`src/rwd_consts.svh`:
```
// Purpose: Constants for the reset, wake and decade counter block
// Assumes: pclk at 25 MHz, APB word-aligned registers
// Notes:   Offsets are byte addresses
`ifndef RWD_CONSTS_SVH
`define RWD_CONSTS_SVH
// ==========================================================
// Register offsets
`define RWD_OFF_CTRL   12'h000
`define RWD_OFF_WAKEEN 12'h004
`define RWD_OFF_INTEN  12'h008
`define RWD_OFF_STAT   12'h00C
`define RWD_OFF_COUNT  12'h010
`define RWD_OFF_OPT    12'h014
`define RWD_OFF_CMD    12'h018
`define RWD_OFF_TIMER  12'h01C
// ==========================================================
// Command codes written to CMD
`define RWD_CMD_HALT   4'h1
`define RWD_CMD_STOP   4'h2
`define RWD_CMD_IRET   4'h3
// ==========================================================
// Source bit positions
`define RWD_SRC_EXT    0
`define RWD_SRC_PORT   1
`define RWD_SRC_TMR    2
`define RWD_SRC_DIV    3
`define RWD_SRC_CNT    4
// ==========================================================
// Vector addresses
`define RWD_VEC_EXT    4'h1
`define RWD_VEC_TMR    4'h2
`define RWD_VEC_DIV    4'h3
`define RWD_VEC_CNT    4'h4
// ==========================================================
// Divider: chain length, reset-cleared portion, hundredths tick
`define RWD_DIV_BITS   15
`define RWD_DIV_CLRMSK 15'h00FF
`define RWD_CS_PERIOD  16'h0147
// Reset values
`define RWD_OPT_RST    12'h000
`endif

```
`src/rwd_pkg.sv`:
```
// Purpose: Types for the reset, wake and decade counter block
// Assumes: Constants come from rwd_consts.svh
// Notes:   Types only
package rwd_pkg;
  typedef enum logic [3:0] {
    RWD_RUN   = 4'b0001,
    RWD_HALT  = 4'b0010,
    RWD_HOLD  = 4'b0100,
    RWD_SVC   = 4'b1000
  } rwd_mode_t;
  typedef struct packed {
    logic [3:0] switch_input_port;
    logic [3:0] key_port;
    logic       ext_int;
    logic       timer_uf;
  } rwd_pins_t;
  typedef struct packed {
    logic control_output_one;
    logic control_output_two;
    logic alarm_out;
    logic lamp_out;
  } rwd_outs_t;
endpackage

```
`src/rwd_top.sv`:
```
// Purpose: Reset sequencing, interrupt vectors, HALT/HOLD and decade counter
// Assumes: All pin inputs synchronous to pclk; APB slave for registers
// Notes:   Divider chain runs from pclk as the oscillator stand-in
//
// Added by the designer: register access over APB and the placing of the registers.
`timescale 1ns/100ps
`include "rwd_consts.svh"

// Functional notes
// Clear input sets flag, clears low divider
// Hold reset until divider overflow clears flag
// Optional four-switch simultaneous initial clear
// Five request sources, four vectors
// Ext pin and port change share vector
// HALT command stops CPU clock
// In HALT only oscillator, wake, LCD run; here the decade counter also keeps counting in HALT
// Five sources make HALT wake requests
// Wake enables independent of interrupt enables
// Interrupt in HALT serviced, then HALT again
// STOP command enters HOLD, oscillator stops
// RC plus crystal: reset, irq, wake exit
// Other oscillators: only reset exits HOLD
// Crystal only: HOLD unavailable
// Mode 1: direction by direction key level
// Mode 2: direction from key phase
// Mode 3: divider ticks, count up only
// Clear input polarity is an option
// Outputs take option level during reset
// Optional power-on clear at power-up; opt_q[1] is 0 at power-up, so rst_flag_q clears on the first clock
// Fixed priority ext, timer, divider, counter
module rwd_top (
  input  wire logic              pclk,
  input  wire logic              presetn,
  input  wire logic              psel,
  input  wire logic              penable,
  input  wire logic              pwrite,
  input  wire logic [11:0]       paddr,
  input  wire logic [31:0]       pwdata,
  output logic      [31:0]       prdata,
  output logic                   pready,
  output logic                   pslverr,
  input  wire logic              chip_clear_input,
  input  wire rwd_pkg::rwd_pins_t pins,
  input  wire logic [3:0]        drive_level,
  output rwd_pkg::rwd_outs_t     outs,
  output logic                   sys_reset,
  output logic                   cpu_clk_en,
  output logic                   primary_oscillator,
  output logic                   irq_req,
  output logic      [3:0]        irq_vector
);
  import rwd_pkg::*;

  // ==========================================================
  // Option and control registers
  // opt: [0] clear active high, [1] power-on clear used, [2] switch clear used,
  //      [4:3] osc kind 0=CR+XTAL 1=CF+XTAL/CR/CF 2=XTAL only, [11:8] reset levels
  logic [11:0] opt_q;
  logic [4:0]  wake_en_q;
  logic [4:0]  int_en_q;
  logic [4:0]  pend_q;
  logic [1:0]  cnt_mode_q;
  logic        cnt_run_q;
  logic [3:0]  out_level_q;
  logic [15:0] bcd_q;
  logic [14:0] div_q;
  logic [15:0] cs_q;
  logic        rst_flag_q;
  logic        por_q;
  logic        ovf_q;
  logic        key_prev_q;
  logic        dir_prev_q;
  logic [7:0]  in_prev_q;
  logic        cnt_evt_q;
  logic        tmr_prev_q;
  rwd_mode_t   mode_q;
  rwd_mode_t   ret_mode_q;

  logic        apb_wr;
  logic        apb_rd;
  logic        clr_active;
  logic        sw_clear;
  logic        div_ovf;
  logic        cs_tick;
  logic [4:0]  src_evt;
  logic [4:0]  int_act;
  logic        wake;
  logic        hold_wake;
  logic        cmd_wr;

  // BCD digit step with carry out
  function automatic logic [4:0] bcd_step(input logic [3:0] d, input logic up);
    if (up) begin
      bcd_step = (d == 4'h9) ? 5'h10 : {1'b0, d + 4'h1};
    end else begin
      bcd_step = (d == 4'h0) ? 5'h19 : {1'b0, d - 4'h1};
    end
  endfunction

  // Bus strobes, one-cycle access
  assign apb_wr = psel & penable & pwrite;
  assign apb_rd = psel & ~penable & ~pwrite;
  assign cmd_wr = apb_wr & (paddr == `RWD_OFF_CMD);

  // Clear input polarity and switch clear
  assign clr_active = opt_q[0] ? chip_clear_input : ~chip_clear_input;
  assign sw_clear   = opt_q[2] & (pins.switch_input_port == 4'hF);

  // ==========================================================
  // Oscillator divider chain, stops in HOLD
  always_ff @(posedge pclk or negedge presetn) begin
    if (!presetn) begin
      div_q <= 15'h0000;
    end else if (clr_active) begin
      div_q <= div_q & ~`RWD_DIV_CLRMSK;
    end else if (mode_q != RWD_HOLD) begin
      div_q <= div_q + 15'h0001;
    end
  end
  assign div_ovf = (div_q == {`RWD_DIV_BITS{1'b1}}) & (mode_q != RWD_HOLD);

  // Hundredths tick from divider clock
  always_ff @(posedge pclk or negedge presetn) begin
    if (!presetn) begin
      cs_q <= 16'h0000;
    end else if (mode_q != RWD_HOLD) begin
      cs_q <= (cs_q == `RWD_CS_PERIOD - 16'h0001) ? 16'h0000 : cs_q + 16'h0001;
    end
  end
  assign cs_tick = (cs_q == `RWD_CS_PERIOD - 16'h0001) & (mode_q != RWD_HOLD);

  // ==========================================================
  // Reset flag: set by clear sources, cleared by divider overflow
  always_ff @(posedge pclk or negedge presetn) begin
    if (!presetn) begin
      por_q      <= 1'b1;
      rst_flag_q <= 1'b1;
    end else begin
      por_q <= 1'b0;
      if (clr_active | sw_clear) begin
        rst_flag_q <= 1'b1;
      end else if (por_q) begin
        rst_flag_q <= opt_q[1];
      end else if (div_ovf) begin
        rst_flag_q <= 1'b0;
      end
    end
  end

  // ==========================================================
  // Options are straps held outside reset flag
  always_ff @(posedge pclk or negedge presetn) begin
    if (!presetn) begin
      opt_q <= `RWD_OPT_RST;
    end else if (apb_wr & (paddr == `RWD_OFF_OPT)) begin
      opt_q <= pwdata[11:0];
    end
  end

  // Software control registers, cleared by internal reset
  always_ff @(posedge pclk or negedge presetn) begin
    if (!presetn) begin
      wake_en_q   <= 5'h00;
      int_en_q    <= 5'h00;
      cnt_mode_q  <= 2'h0;
      cnt_run_q   <= 1'b0;
      out_level_q <= 4'h0;
    end else if (rst_flag_q) begin
      wake_en_q   <= 5'h00;
      int_en_q    <= 5'h00;
      cnt_mode_q  <= 2'h0;
      cnt_run_q   <= 1'b0;
      out_level_q <= 4'h0;
    end else if (apb_wr) begin
      case (paddr)
        `RWD_OFF_CTRL: begin
          cnt_mode_q  <= pwdata[1:0];
          cnt_run_q   <= pwdata[2];
          out_level_q <= pwdata[7:4];
        end
        `RWD_OFF_WAKEEN: wake_en_q <= pwdata[4:0];
        `RWD_OFF_INTEN:  int_en_q  <= pwdata[4:0];
        default: ;
      endcase
    end
  end

  // ==========================================================
  // Event sources and edge history
  always_ff @(posedge pclk or negedge presetn) begin
    if (!presetn) begin
      in_prev_q  <= 8'h00;
      tmr_prev_q <= 1'b0;
    end else begin
      in_prev_q  <= {pins.switch_input_port, pins.key_port};
      tmr_prev_q <= pins.timer_uf;
    end
  end

  // Source vector: ext, port change, timer, divider, counter
  always_comb begin
    src_evt                = 5'h00;
    src_evt[`RWD_SRC_EXT]  = pins.ext_int;
    src_evt[`RWD_SRC_PORT] = ({pins.switch_input_port, pins.key_port} != in_prev_q);
    src_evt[`RWD_SRC_TMR]  = pins.timer_uf & ~tmr_prev_q;
    src_evt[`RWD_SRC_DIV]  = div_ovf;
    src_evt[`RWD_SRC_CNT]  = cnt_evt_q;
  end

  // ==========================================================
  // Pending flags; new event wins over acknowledge
  always_ff @(posedge pclk or negedge presetn) begin
    if (!presetn) begin
      pend_q <= 5'h00;
    end else if (rst_flag_q) begin
      pend_q <= 5'h00;
    end else begin
      pend_q <= (pend_q & ~((apb_wr & (paddr == `RWD_OFF_STAT)) ? pwdata[4:0] : 5'h00))
                | src_evt;
    end
  end

  assign int_act   = pend_q & int_en_q;
  assign wake      = |(pend_q & wake_en_q);
  assign hold_wake = (opt_q[4:3] == 2'h0) & (wake | (|int_act));

  // ==========================================================
  // Power mode machine
  always_ff @(posedge pclk or negedge presetn) begin
    if (!presetn) begin
      mode_q     <= RWD_RUN;
      ret_mode_q <= RWD_RUN;
    end else if (rst_flag_q) begin
      mode_q     <= RWD_RUN;
      ret_mode_q <= RWD_RUN;
    end else begin
      case (mode_q)
        RWD_RUN: begin
          if (|int_act) begin
            mode_q     <= RWD_SVC;
            ret_mode_q <= RWD_RUN;
          end else if (cmd_wr & (pwdata[3:0] == `RWD_CMD_HALT)) begin
            mode_q <= RWD_HALT;
          end else if (cmd_wr & (pwdata[3:0] == `RWD_CMD_STOP) & (opt_q[4:3] != 2'h2)) begin
            mode_q <= RWD_HOLD;
          end
        end
        RWD_HALT: begin
          if (|int_act) begin
            mode_q     <= RWD_SVC;
            ret_mode_q <= RWD_HALT;
          end else if (wake) begin
            mode_q <= RWD_RUN;
          end
        end
        RWD_HOLD: begin
          if (hold_wake) begin
            mode_q <= RWD_RUN;
          end
        end
        RWD_SVC: begin
          if (cmd_wr & (pwdata[3:0] == `RWD_CMD_IRET)) begin
            mode_q <= ret_mode_q;
          end
        end
        default: mode_q <= RWD_RUN;
      endcase
    end
  end

  // ==========================================================
  // Decade counter, four BCD digits, counts while cnt_run_q is set in any power mode; key counting goes on in HALT and HOLD, divider ticks stop in HOLD
  always_ff @(posedge pclk or negedge presetn) begin
    if (!presetn) begin
      bcd_q      <= 16'h0000;
      key_prev_q <= 1'b0;
      dir_prev_q <= 1'b0;
      cnt_evt_q  <= 1'b0;
    end else begin
      key_prev_q <= pins.key_port[3];
      dir_prev_q <= pins.key_port[1];
      cnt_evt_q  <= 1'b0;
      if (rst_flag_q) begin
        bcd_q <= 16'h0000;
      end else if (apb_wr & (paddr == `RWD_OFF_COUNT)) begin
        bcd_q <= pwdata[15:0];
      end else if (cnt_run_q) begin : step
        logic       pulse;
        logic       up;
        logic [4:0] d0, d1, d2, d3;
        pulse = 1'b0;
        up    = 1'b1;
        case (cnt_mode_q)
          2'h0: begin
            pulse = pins.key_port[3] & ~key_prev_q;
            up    = pins.key_port[1];
          end
          2'h1: begin
            pulse = pins.key_port[3] & ~key_prev_q;
            up    = ~dir_prev_q;
          end
          2'h2: begin
            pulse = cs_tick;
            up    = 1'b1;
          end
          default: pulse = 1'b0;
        endcase
        d0 = bcd_step(bcd_q[3:0], up);
        d1 = bcd_step(bcd_q[7:4], up);
        d2 = bcd_step(bcd_q[11:8], up);
        d3 = bcd_step(bcd_q[15:12], up);
        if (pulse) begin
          bcd_q[3:0] <= d0[3:0];
          if (d0[4]) begin
            bcd_q[7:4] <= d1[3:0];
            if (d1[4]) begin
              bcd_q[11:8] <= d2[3:0];
              if (d2[4]) begin
                bcd_q[15:12] <= d3[3:0];
                cnt_evt_q    <= d3[4];
              end
            end
          end
        end
      end
    end
  end

  // ==========================================================
  // Priority vector encoder
  always_ff @(posedge pclk or negedge presetn) begin
    if (!presetn) begin
      irq_req    <= 1'b0;
      irq_vector <= 4'h0;
    end else begin
      irq_req <= |int_act;
      if (int_act[`RWD_SRC_EXT] | int_act[`RWD_SRC_PORT]) begin
        irq_vector <= `RWD_VEC_EXT;
      end else if (int_act[`RWD_SRC_TMR]) begin
        irq_vector <= `RWD_VEC_TMR;
      end else if (int_act[`RWD_SRC_DIV]) begin
        irq_vector <= `RWD_VEC_DIV;
      end else if (int_act[`RWD_SRC_CNT]) begin
        irq_vector <= `RWD_VEC_CNT;
      end else begin
        irq_vector <= 4'h0;
      end
    end
  end

  // ==========================================================
  // System outputs
  always_ff @(posedge pclk or negedge presetn) begin
    if (!presetn) begin
      sys_reset          <= 1'b1;
      cpu_clk_en         <= 1'b0;
      primary_oscillator <= 1'b0;
      outs               <= '0;
    end else begin
      sys_reset          <= rst_flag_q;
      cpu_clk_en         <= ~rst_flag_q & (mode_q != RWD_HALT) & (mode_q != RWD_HOLD);
      primary_oscillator <= (mode_q != RWD_HOLD);
      outs               <= rst_flag_q ? opt_q[11:8] : (out_level_q ^ drive_level);
    end
  end

  // ==========================================================
  // APB read path, zero wait
  always_ff @(posedge pclk or negedge presetn) begin
    if (!presetn) begin
      prdata  <= 32'h0000_0000;
      pready  <= 1'b0;
      pslverr <= 1'b0;
    end else begin
      pready  <= psel & ~penable;
      pslverr <= 1'b0;
      if (apb_rd) begin
        case (paddr)
          `RWD_OFF_CTRL:   prdata <= {24'h000000, out_level_q, 1'b0, cnt_run_q, cnt_mode_q};
          `RWD_OFF_WAKEEN: prdata <= {27'h0000000, wake_en_q};
          `RWD_OFF_INTEN:  prdata <= {27'h0000000, int_en_q};
          `RWD_OFF_STAT:   prdata <= {20'h00000, mode_q, 3'h0, pend_q};
          `RWD_OFF_COUNT:  prdata <= {16'h0000, bcd_q};
          `RWD_OFF_OPT:    prdata <= {20'h00000, opt_q};
          `RWD_OFF_CMD:    prdata <= 32'h0000_0000;
          `RWD_OFF_TIMER:  prdata <= {17'h00000, div_q};
          default: begin
            prdata  <= 32'h0000_0000;
            pslverr <= 1'b1;
          end
        endcase
      end
    end
  end
endmodule

```
`config.mk`:
```
export PLATFORM = sky130hd
export DESIGN_NAME = rwd_top
export DESIGN_NICKNAME = d
export VERILOG_FILES = /design/src/rwd_pkg.sv /design/src/rwd_top.sv
export VERILOG_INCLUDE_DIRS = /design/src
export SDC_FILE = /design/constraint.sdc
export NUM_CORES = 1
export LEC_CHECK = 0
export BUFFER_PORTS_ARGS = -buffer_cell sky130_fd_sc_hd__clkbuf_2
export CORE_ASPECT_RATIO = 0.8
export CORE_MARGIN = 1.5
export CORE_UTILIZATION = 35
export CTS_BUF_LIST = sky130_fd_sc_hd__clkbuf_8
export CTS_CLUSTER_DIAMETER = 80
export DETAILED_ROUTE_END_ITERATION = 16
export PLACE_DENSITY_LB_ADDON = 0.08
export SYNTH_ARGS = -nofsm -noshare
export SYNTH_HDL_FRONTEND = slang
export SYNTH_SLANG_ARGS = --single-unit
```
`constraint.sdc`:
```
create_clock -name pclk -period 3 [get_ports pclk]
set_clock_uncertainty 0.05 [all_clocks]
set_input_delay 0.15 -clock pclk [delete_from_list [all_inputs] [get_ports pclk]]
set_output_delay 0.15 -clock pclk [all_outputs]
set_load 0.03 [all_outputs]
```
==> metrics.md, run 1 <==
| Metric | Value |
|---|---|
| HPWL Detailed | approximately 16000 um |
| Wire per inst | 18.6 um |
| Slew headroom | 46.9% |
| Fin Hold WS | around 0.026 ns |
| Gate power share | between 15 and 20% |
| Clk pwr share | 34.9% |
| Overflow after GRT | 0 |
| Tightest Pin Transition | 0.797 ns |
| Largest net degree at the start of global routing | 68 |
| Commonest cells in the netlist | dfrtp_1, nand2_1, nor2_1 |
| Clk sinks | 128 |
| Vias per inst | 5.34 |
| Largest family of logic cells by synthesized area | simple AND/OR/NAND/NOR gates |
| Via count | 6111 |
| NetSw | 0.00111 W |
| Die Wd | 164 um |
| Cell area after layout | 8530 um^2 |
| Hold Path Class | in -> reg |
| Placer congestion estimate | roughly 0.87 |
| Status | complete, no violations |
| Final Max Slew Viols | 0 |
| I/O Pins | 110 |
| Layout area overhead | 17.8% |
| Placed cells | ~1100 |
| Int Pwr | 0.00265 W |
| Required time of the critical path | 3.28 ns |
| Sequential share of the synthesized area | 44.3% |
| DRT Pass-1 Iters | 6 |
| Final instance count without filler cells | ~1100 |
| CTS tree | built |
| Simple-gate share of the synthesized area | around a fifth |
| Total global-route track usage | about a fifth |
| DRT iter0 DRCs | 536 |
| Leakage | 3.88 nW |
| Post-CTS Setup Repair Bufs | 0 |
| CP max FO | 8 |
| Mapped Area | 7240 um^2 |
| Synth Area in Compound Gates | 15.0% |
| Setup TNS | 0 ns |
| Syn Inst Count | 762 |
| H-tree level count | 4 |
| Cts bufs inserted | 17 |
| Largest area contributor in the netlist | dfrtp_1 |
| Endpoints failing hold | 0 |
| Mux cell area share after synthesis | 7.15% |
| RSZ-0062 raised after global routing | false |
| PortBufs | 76 |
| Most common cell in the netlist | dfrtp_1 |
| Syn avg cell area | 9.50 um^2 |
| Root Driver | clkbuf_8 |
| Filler cell count | 1998 |
| Layout cell share with drive strength beyond 1 | 18.6% |
| Worst endpoint data arrival time | 2.92 ns |
| Post-synthesis cell type count | 70 |
| # rows | 46 |
| Pwr dens | 440 nW/um^2 |
| Ant diodes | 0 |
| #FFs+latches synth | 128 |
| Most used DFF post-synth | dfrtp_1 |
| Sw Share | roughly 30% |
| Sequential Power Share | 49.5% |
| First-pass GRT wire length | 33300 um |
| Initial antenna violation count | 0 |
| Initial Util | 36.2% |
| Final wirelength | 21300 um |
| Die ar. | around 22000 um^2 |
| Max_cap viols | 0 |
| Post-synth EDFFs | 0 |
| DRC violations left | 0 |
| Setup CP Type | reg -> reg |
| DRT antenna net count | 0 |
| Yosys top cell area share | a little over two fifths |
| Die H | 132 um |
| Ys async rst share | 100% |
| CTS Buffer Depth | 2 |
| CTS clk-pin slew, worst paths | 0.07 ns |
| Final Setup Violations | 0 |
| VDD IR max | 188 uV |
| Core Footprint | 20000 um^2 |
| Adder-Cell Fraction of Synth Area | 2.76% |
| Synth Area in XOR/XNOR | under 10% |
| Vias in the first global route | 5768 |
| Clk Latency, worst-skew pair | 0.44 ns |
| Min Tclk post-route | 2.64 ns |
| Largest cells by area after synthesis | dfrtp_1, mux2i_1, nand2_1 |
| Tcrit/Tclk final | 88.1% |
| Crit end category | register |
| Placed cell areas | 7910 um^2 |
| YS warnings | 0 |
| Crit start category | register |
| Fmax | 378 MHz |
| Final nets | 949 |
-- timing repair --
item                                   in CTS  in global routing
hold buffers                               28                  0
resized for setup                           0                  0
endpoints found under the hold margin      92                  0
-- sequential cells by signal, summed over array words and instances, names as in the netlist, 2 cells and up --
name / flops
cs_q: 16
mode_q: 4
opt_q: 12
in_prev_q: 8
bcd_q: 16
out_level_q: 4
div_q: 15
wake_en_q: 5
cnt_mode_q: 2
int_en_q: 5
pend_q: 5
outs: 4
irq_vector: 3
prdata: 16
ret_mode_q: 2
-- power groups by stage --
stage	Sequential [W]	Combinational, W	Clock, W
2_1_floorplan	0.00189	0.000370	0
3_3_place_gp	0.00189	0.000545	0
6_report	0.00186	0.000584	0.00131
5_1_grt	0.00187	0.000643	0.00143
4_1_cts	0.00186	0.000588	0.00135
3_5_place_dp	0.00189	0.000556	0
-- critical path: stages (launching register included) --
cell      delay, ns
dfrtp_1        0.52
or4b_1         0.60
nand4b_1       0.15
o21ai_1        0.19
buf_4          0.20
a211oi_2       0.50
nor3_1         0.13
a22o_1         0.20
-- metal layers --
metal	up-vias	GRT usage [%]	wire length, um
li1	2932	-	-
met1	2977	30.2	10300
met2	184	30.1	9410
met3	18	3.91	1300
met4	0	5.25	259
met5	-	0	0
-- cells by family after synthesis --
logic type	after synthesis
adders and majority gates	16
other	1
DFF	128
buffers and inverters	79
AOI/OAI and AO/OA	159
muxes	49
xor gates and xnor gates	41
and+or+nand+nor	289
-- area by class of cell --
type                            count  area (um^2)  share of cell area, %
Clock buffer                       21          289                   3.39
Sequential cell                   128         3210                   37.6
Tap cell                          264          330                   3.87
Clock inverter                     10         50.0                  0.587
Timing Repair Buffer              131          870                   10.2
Multi-Input combinational cell    572         3710                   43.5
Inverter                           19         71.3                  0.836
-- worst paths after layout --
check | from | end | slack [ns] | depth (start not counted)
min in group asynchronous | presetn | in_prev_q[2]$_DFF_PN0_ | 0.22 | 2
worst max-delay path | mode_q[2]$_DFFE_PN0P_ | bcd_q[5]$_DFFE_PN0P_ | 0.36 | 7
max in group asynchronous | presetn | ret_mode_q[0]$_DFFE_PN1P_ | 1.83 | 3
worst max register to register | mode_q[2]$_DFFE_PN0P_ | bcd_q[5]$_DFFE_PN0P_ | 0.36 | 7
worst min-delay path | pwdata[4] | opt_q[4]$_DFFE_PN0P_ | 0.03 | 2
worst min register to register | cnt_evt_q$_DFF_PN0_ | pend_q[4]$_DFF_PN0_ | 0.43 | 2
-- metrics by stage --
stage	util, %	setup slack [ns]	power [W]
finish	42.6	0.356	0.00375
global route	42.6	0.115	0.00394
CTS	42.6	0.375	0.00380
detailed placement	39.5	0.390	0.00245
global placement	39.5	0.405	0.00243
floorplan	-	0.588	0.00226
-- cells in the final DEF (no fill, tap or decap), types with 11 or more instances in the layout --
cell / instances
a21oi_1: 30
inv_1: 23
mux2i_1: 27
buf_4: 27
mux2_2: 12
nand4_1: 18
nand2_1: 72
conb_1: 18
o21ai_0: 31
nand3_1: 35
ha_1: 16
clkbuf_8: 21
clkbuf_2: 75
dlygate4sd3_1: 28
and3_1: 13
dfrtp_1: 123
xor2_1: 16
a221oi_1: 11
nor2_1: 72
nor3_1: 11
nor2b_1: 13
xnor2_1: 25
(Power assumes the default switching activity.)
==> inputs of run 2 (changes only) <==
--- a/config.mk
+++ b/config.mk
@@ -9,11 +9,12 @@
 export BUFFER_PORTS_ARGS = -buffer_cell sky130_fd_sc_hd__clkbuf_2
 export CORE_ASPECT_RATIO = 0.8
 export CORE_MARGIN = 1.5
-export CORE_UTILIZATION = 35
+export CORE_UTILIZATION = 29
 export CTS_BUF_LIST = sky130_fd_sc_hd__clkbuf_8
 export CTS_CLUSTER_DIAMETER = 80
 export DETAILED_ROUTE_END_ITERATION = 16
 export PLACE_DENSITY_LB_ADDON = 0.08
+export RECOVER_POWER = 50
 export SYNTH_ARGS = -nofsm -noshare
 export SYNTH_HDL_FRONTEND = slang
 export SYNTH_SLANG_ARGS = --single-unit
==> metrics.md, run 2 (synthesis results as in run 1) <==
| Metric | Value |
|---|---|
| Metal2 WL | around 10000 um |
| CP peak stage delay | around 0.56 ns |
| PortBufs | 76 |
| Crit start category | register |
| Largest regs | bcd_q x16, cs_q x16, prdata x16 |
| Initial antenna violation count | 0 |
| Pwr dens | 450 nW/um^2 |
| Hold wc startpoint | chip_clear_input |
| Hold Path Class | in -> reg |
| Fmax | 372 MHz |
| Worst R2R Setup Slack | 0.31 ns |
| Core Footprint | 24400 um^2 |
| Die ar. | approximately 26000 um^2 |
| Most frequent cells in the layout | dfrtp_1, nand2_1, nor2_1 |
| Die H | 144 um |
| Tightest Pin Transition | 2.02 ns |
| Largest net degree at the start of global routing | 79 |
| Clk Latency, worst-skew pair | 0.44 ns |
| CP max FO | 6 |
| Leakage | approximately 3.8 nW |
| HPWL Detailed | about 17000 um |
| Setup TNS | 0 ns |
| Initial Util | 29.6% |
| Status | finished, violations left |
| I/O Pins | 110 |
| Pre-CTS setup slack | 0.342 ns |
| # rows | 51 |
| Overflow after GRT | 0 |
| Die Wd | approximately 180 um |
| VDD IR max | ~230 uV |
| Commonest non-fill, non-tap cell in the layout | dfrtp_1 |
| Layout cell share with drive strength beyond 1 | about 15% |
| CP delay by family, top | simple AND/OR/NAND/NOR gates |
| Final Max Slew Viols | 79 |
| CTS tree | built |
| First-pass GRT wire length | about 36000 um |
| Vias in the first global route | 5834 |
| Final nets | 948 |
| Worst endpoint data arrival time | between 3 and 4 ns |
| Worst r2r src | bcd_q[9]$_DFFE_PN0P_ |
| Root Driver | clkbuf_8 |
| Reg2Reg Depth | 8 |
| DRC violations left | 0 |
| M1 WL | roughly 12000 um |
| Endpoint, Worst Hold | div_q[6]$_DFFE_PN0P_ |
| CP Buf/Inv Count | 1 |
| Routed wl met3 | 874 um |
| Vias per inst | 5.10 |
| Failing checks | capacitance limit, slew limit |
| Wire per inst | 19.0 um |
| DRT iter0 DRCs | 524 |
| H-tree level count | 4 |
| Setup WS post-layout | 0.311 ns |
| Clk sinks | 128 |
| Final core utilization | 35.0% |
| Final wirelength | roughly 23000 um |
| Max_cap viols | 1 |
| Min Tclk post-route | 2.69 ns |
| DRT Pass-1 Iters | 5 |
| Required time of the critical path | 3.33 ns |
| Endpoints failing hold | 0 |
| DRT antenna net count | 0 |
| Layout area overhead | 18.3% |
| Tcrit/Tclk final | about nine tenths |
| Cts bufs inserted | 17 |
| Final Setup Violations | 0 |
| R2r endpoint | bcd_q[13]$_DFFE_PN0P_ |
| Top layer in use | met4 |
| Total global-route track usage | 18.0% |
| Setup CP Type | reg -> reg |
| CP max-delay cell | or4_1 |
| Ant diodes | 0 |
| Placer congestion estimate | between 0.8 and 0.9 |
| Worst Hold Depth | 3 |
| Critical Path, Cell by Cell | inv_1 -> ha_1 -> nor2b_1 -> or4b_1 -> a21oi_1 -> nand4_1 -> or4_1 -> nand3_1 |
| Crit end category | register |
| CTS Buffer Depth | 2 |
| Via count | 6114 |
| CTS clk-pin slew, worst paths | 0.08 ns |
| Fin Hold WS | 0.0877 ns |
| Slew headroom | -34.6% |
| RSZ-0062 raised after global routing | false |
run 2: cell types whose count changed in the layout (fill, tap and decap cells not counted):
| cell | delta |
|---|---|
| clkbuf_2 | -29 |
| clkinvlp_4 | +2 |
| nor4_2 | +1 |
| bufinv_16 | +1 |
| clkbuf_8 | -2 |
| clkinv_2 | +2 |
| clkbuf_1 | +32 |
| buf_4 | -4 |
| buf_6 | -1 |
| nor4_1 | -1 |
| inv_1 | -2 |
| dlygate4sd3_1 | +1 |
run 2: worst max-delay path by stage:
stage                         startpoint                          to  slack [ns]  cells after the start
floorplan           bcd_q[8]$_DFFE_PN0P_       bcd_q[13]$_DFFE_PN0P_        0.59                      8
global placement               paddr[10]  out_level_q[3]$_DFFE_PN0P_        0.35                      7
detailed placement             paddr[10]       cnt_run_q$_DFFE_PN0P_        0.34                      7
CTS                 bcd_q[9]$_DFFE_PN0P_       bcd_q[13]$_DFFE_PN0P_        0.31                      8
global route        bcd_q[9]$_DFFE_PN0P_       bcd_q[13]$_DFFE_PN0P_        0.17                      8
finish              bcd_q[9]$_DFFE_PN0P_       bcd_q[13]$_DFFE_PN0P_        0.31                      8
run 2: worst min-delay path: stages:
cell and delay [ns]:
clkbuf_2 0.09, xnor2_1 0.15, nor2_1 0.14
run 2: area by class of cell:
cell class / instances / area (um^2)
clock inverters: 13 / 97.6
repair buffers: 130 / 813
fillers: 2526 / 15900
inverters: 19 / 71.3
flip-flops and latches: 128 / 3210
well taps: 318 / 398
multi-input cells: 572 / 3710
clock buffers: 19 / 262
run 2: what timing repair did:
action                                 CTS  global route
gates resized for setup                  0             0
endpoints found under the hold margin  103             0
buffers inserted                         0             0
setup endpoints to repair                0             0
hold buffers                            29             0
run 2: power breakdown:
| group | switching [W] | leakage [nW] | internal, W | total (W) |
|---|---|---|---|---|
| combinational | 0.000365 | 1.88 | 0.000226 | 0.000591 |
| clock | 0.000723 | 0.185 | 0.000682 | 0.00141 |
| sequential | 0.0000746 | 1.70 | 0.00178 | 0.00185 |
run 2: stage by stage:
| step | cell area (um^2) | power (W) | instances |
|---|---|---|---|
| CTS | 8620 | 0.00392 | 1199 |
| detailed placement | 7970 | 0.00246 | 1138 |
| global placement | 7970 | 0.00245 | 1138 |
| global route | 8570 | 0.00406 | 1199 |
| finish | 8570 | 0.00385 | 1199 |
| floorplan | 7310 | 0.00226 | 779 |
run 2: layer usage:
layer,vias up,track usage (%)
met3,17,3.32
met5,-,0
met1,3003,26.2
met4,0,4.34
met2,167,27.6
li1,2927,-
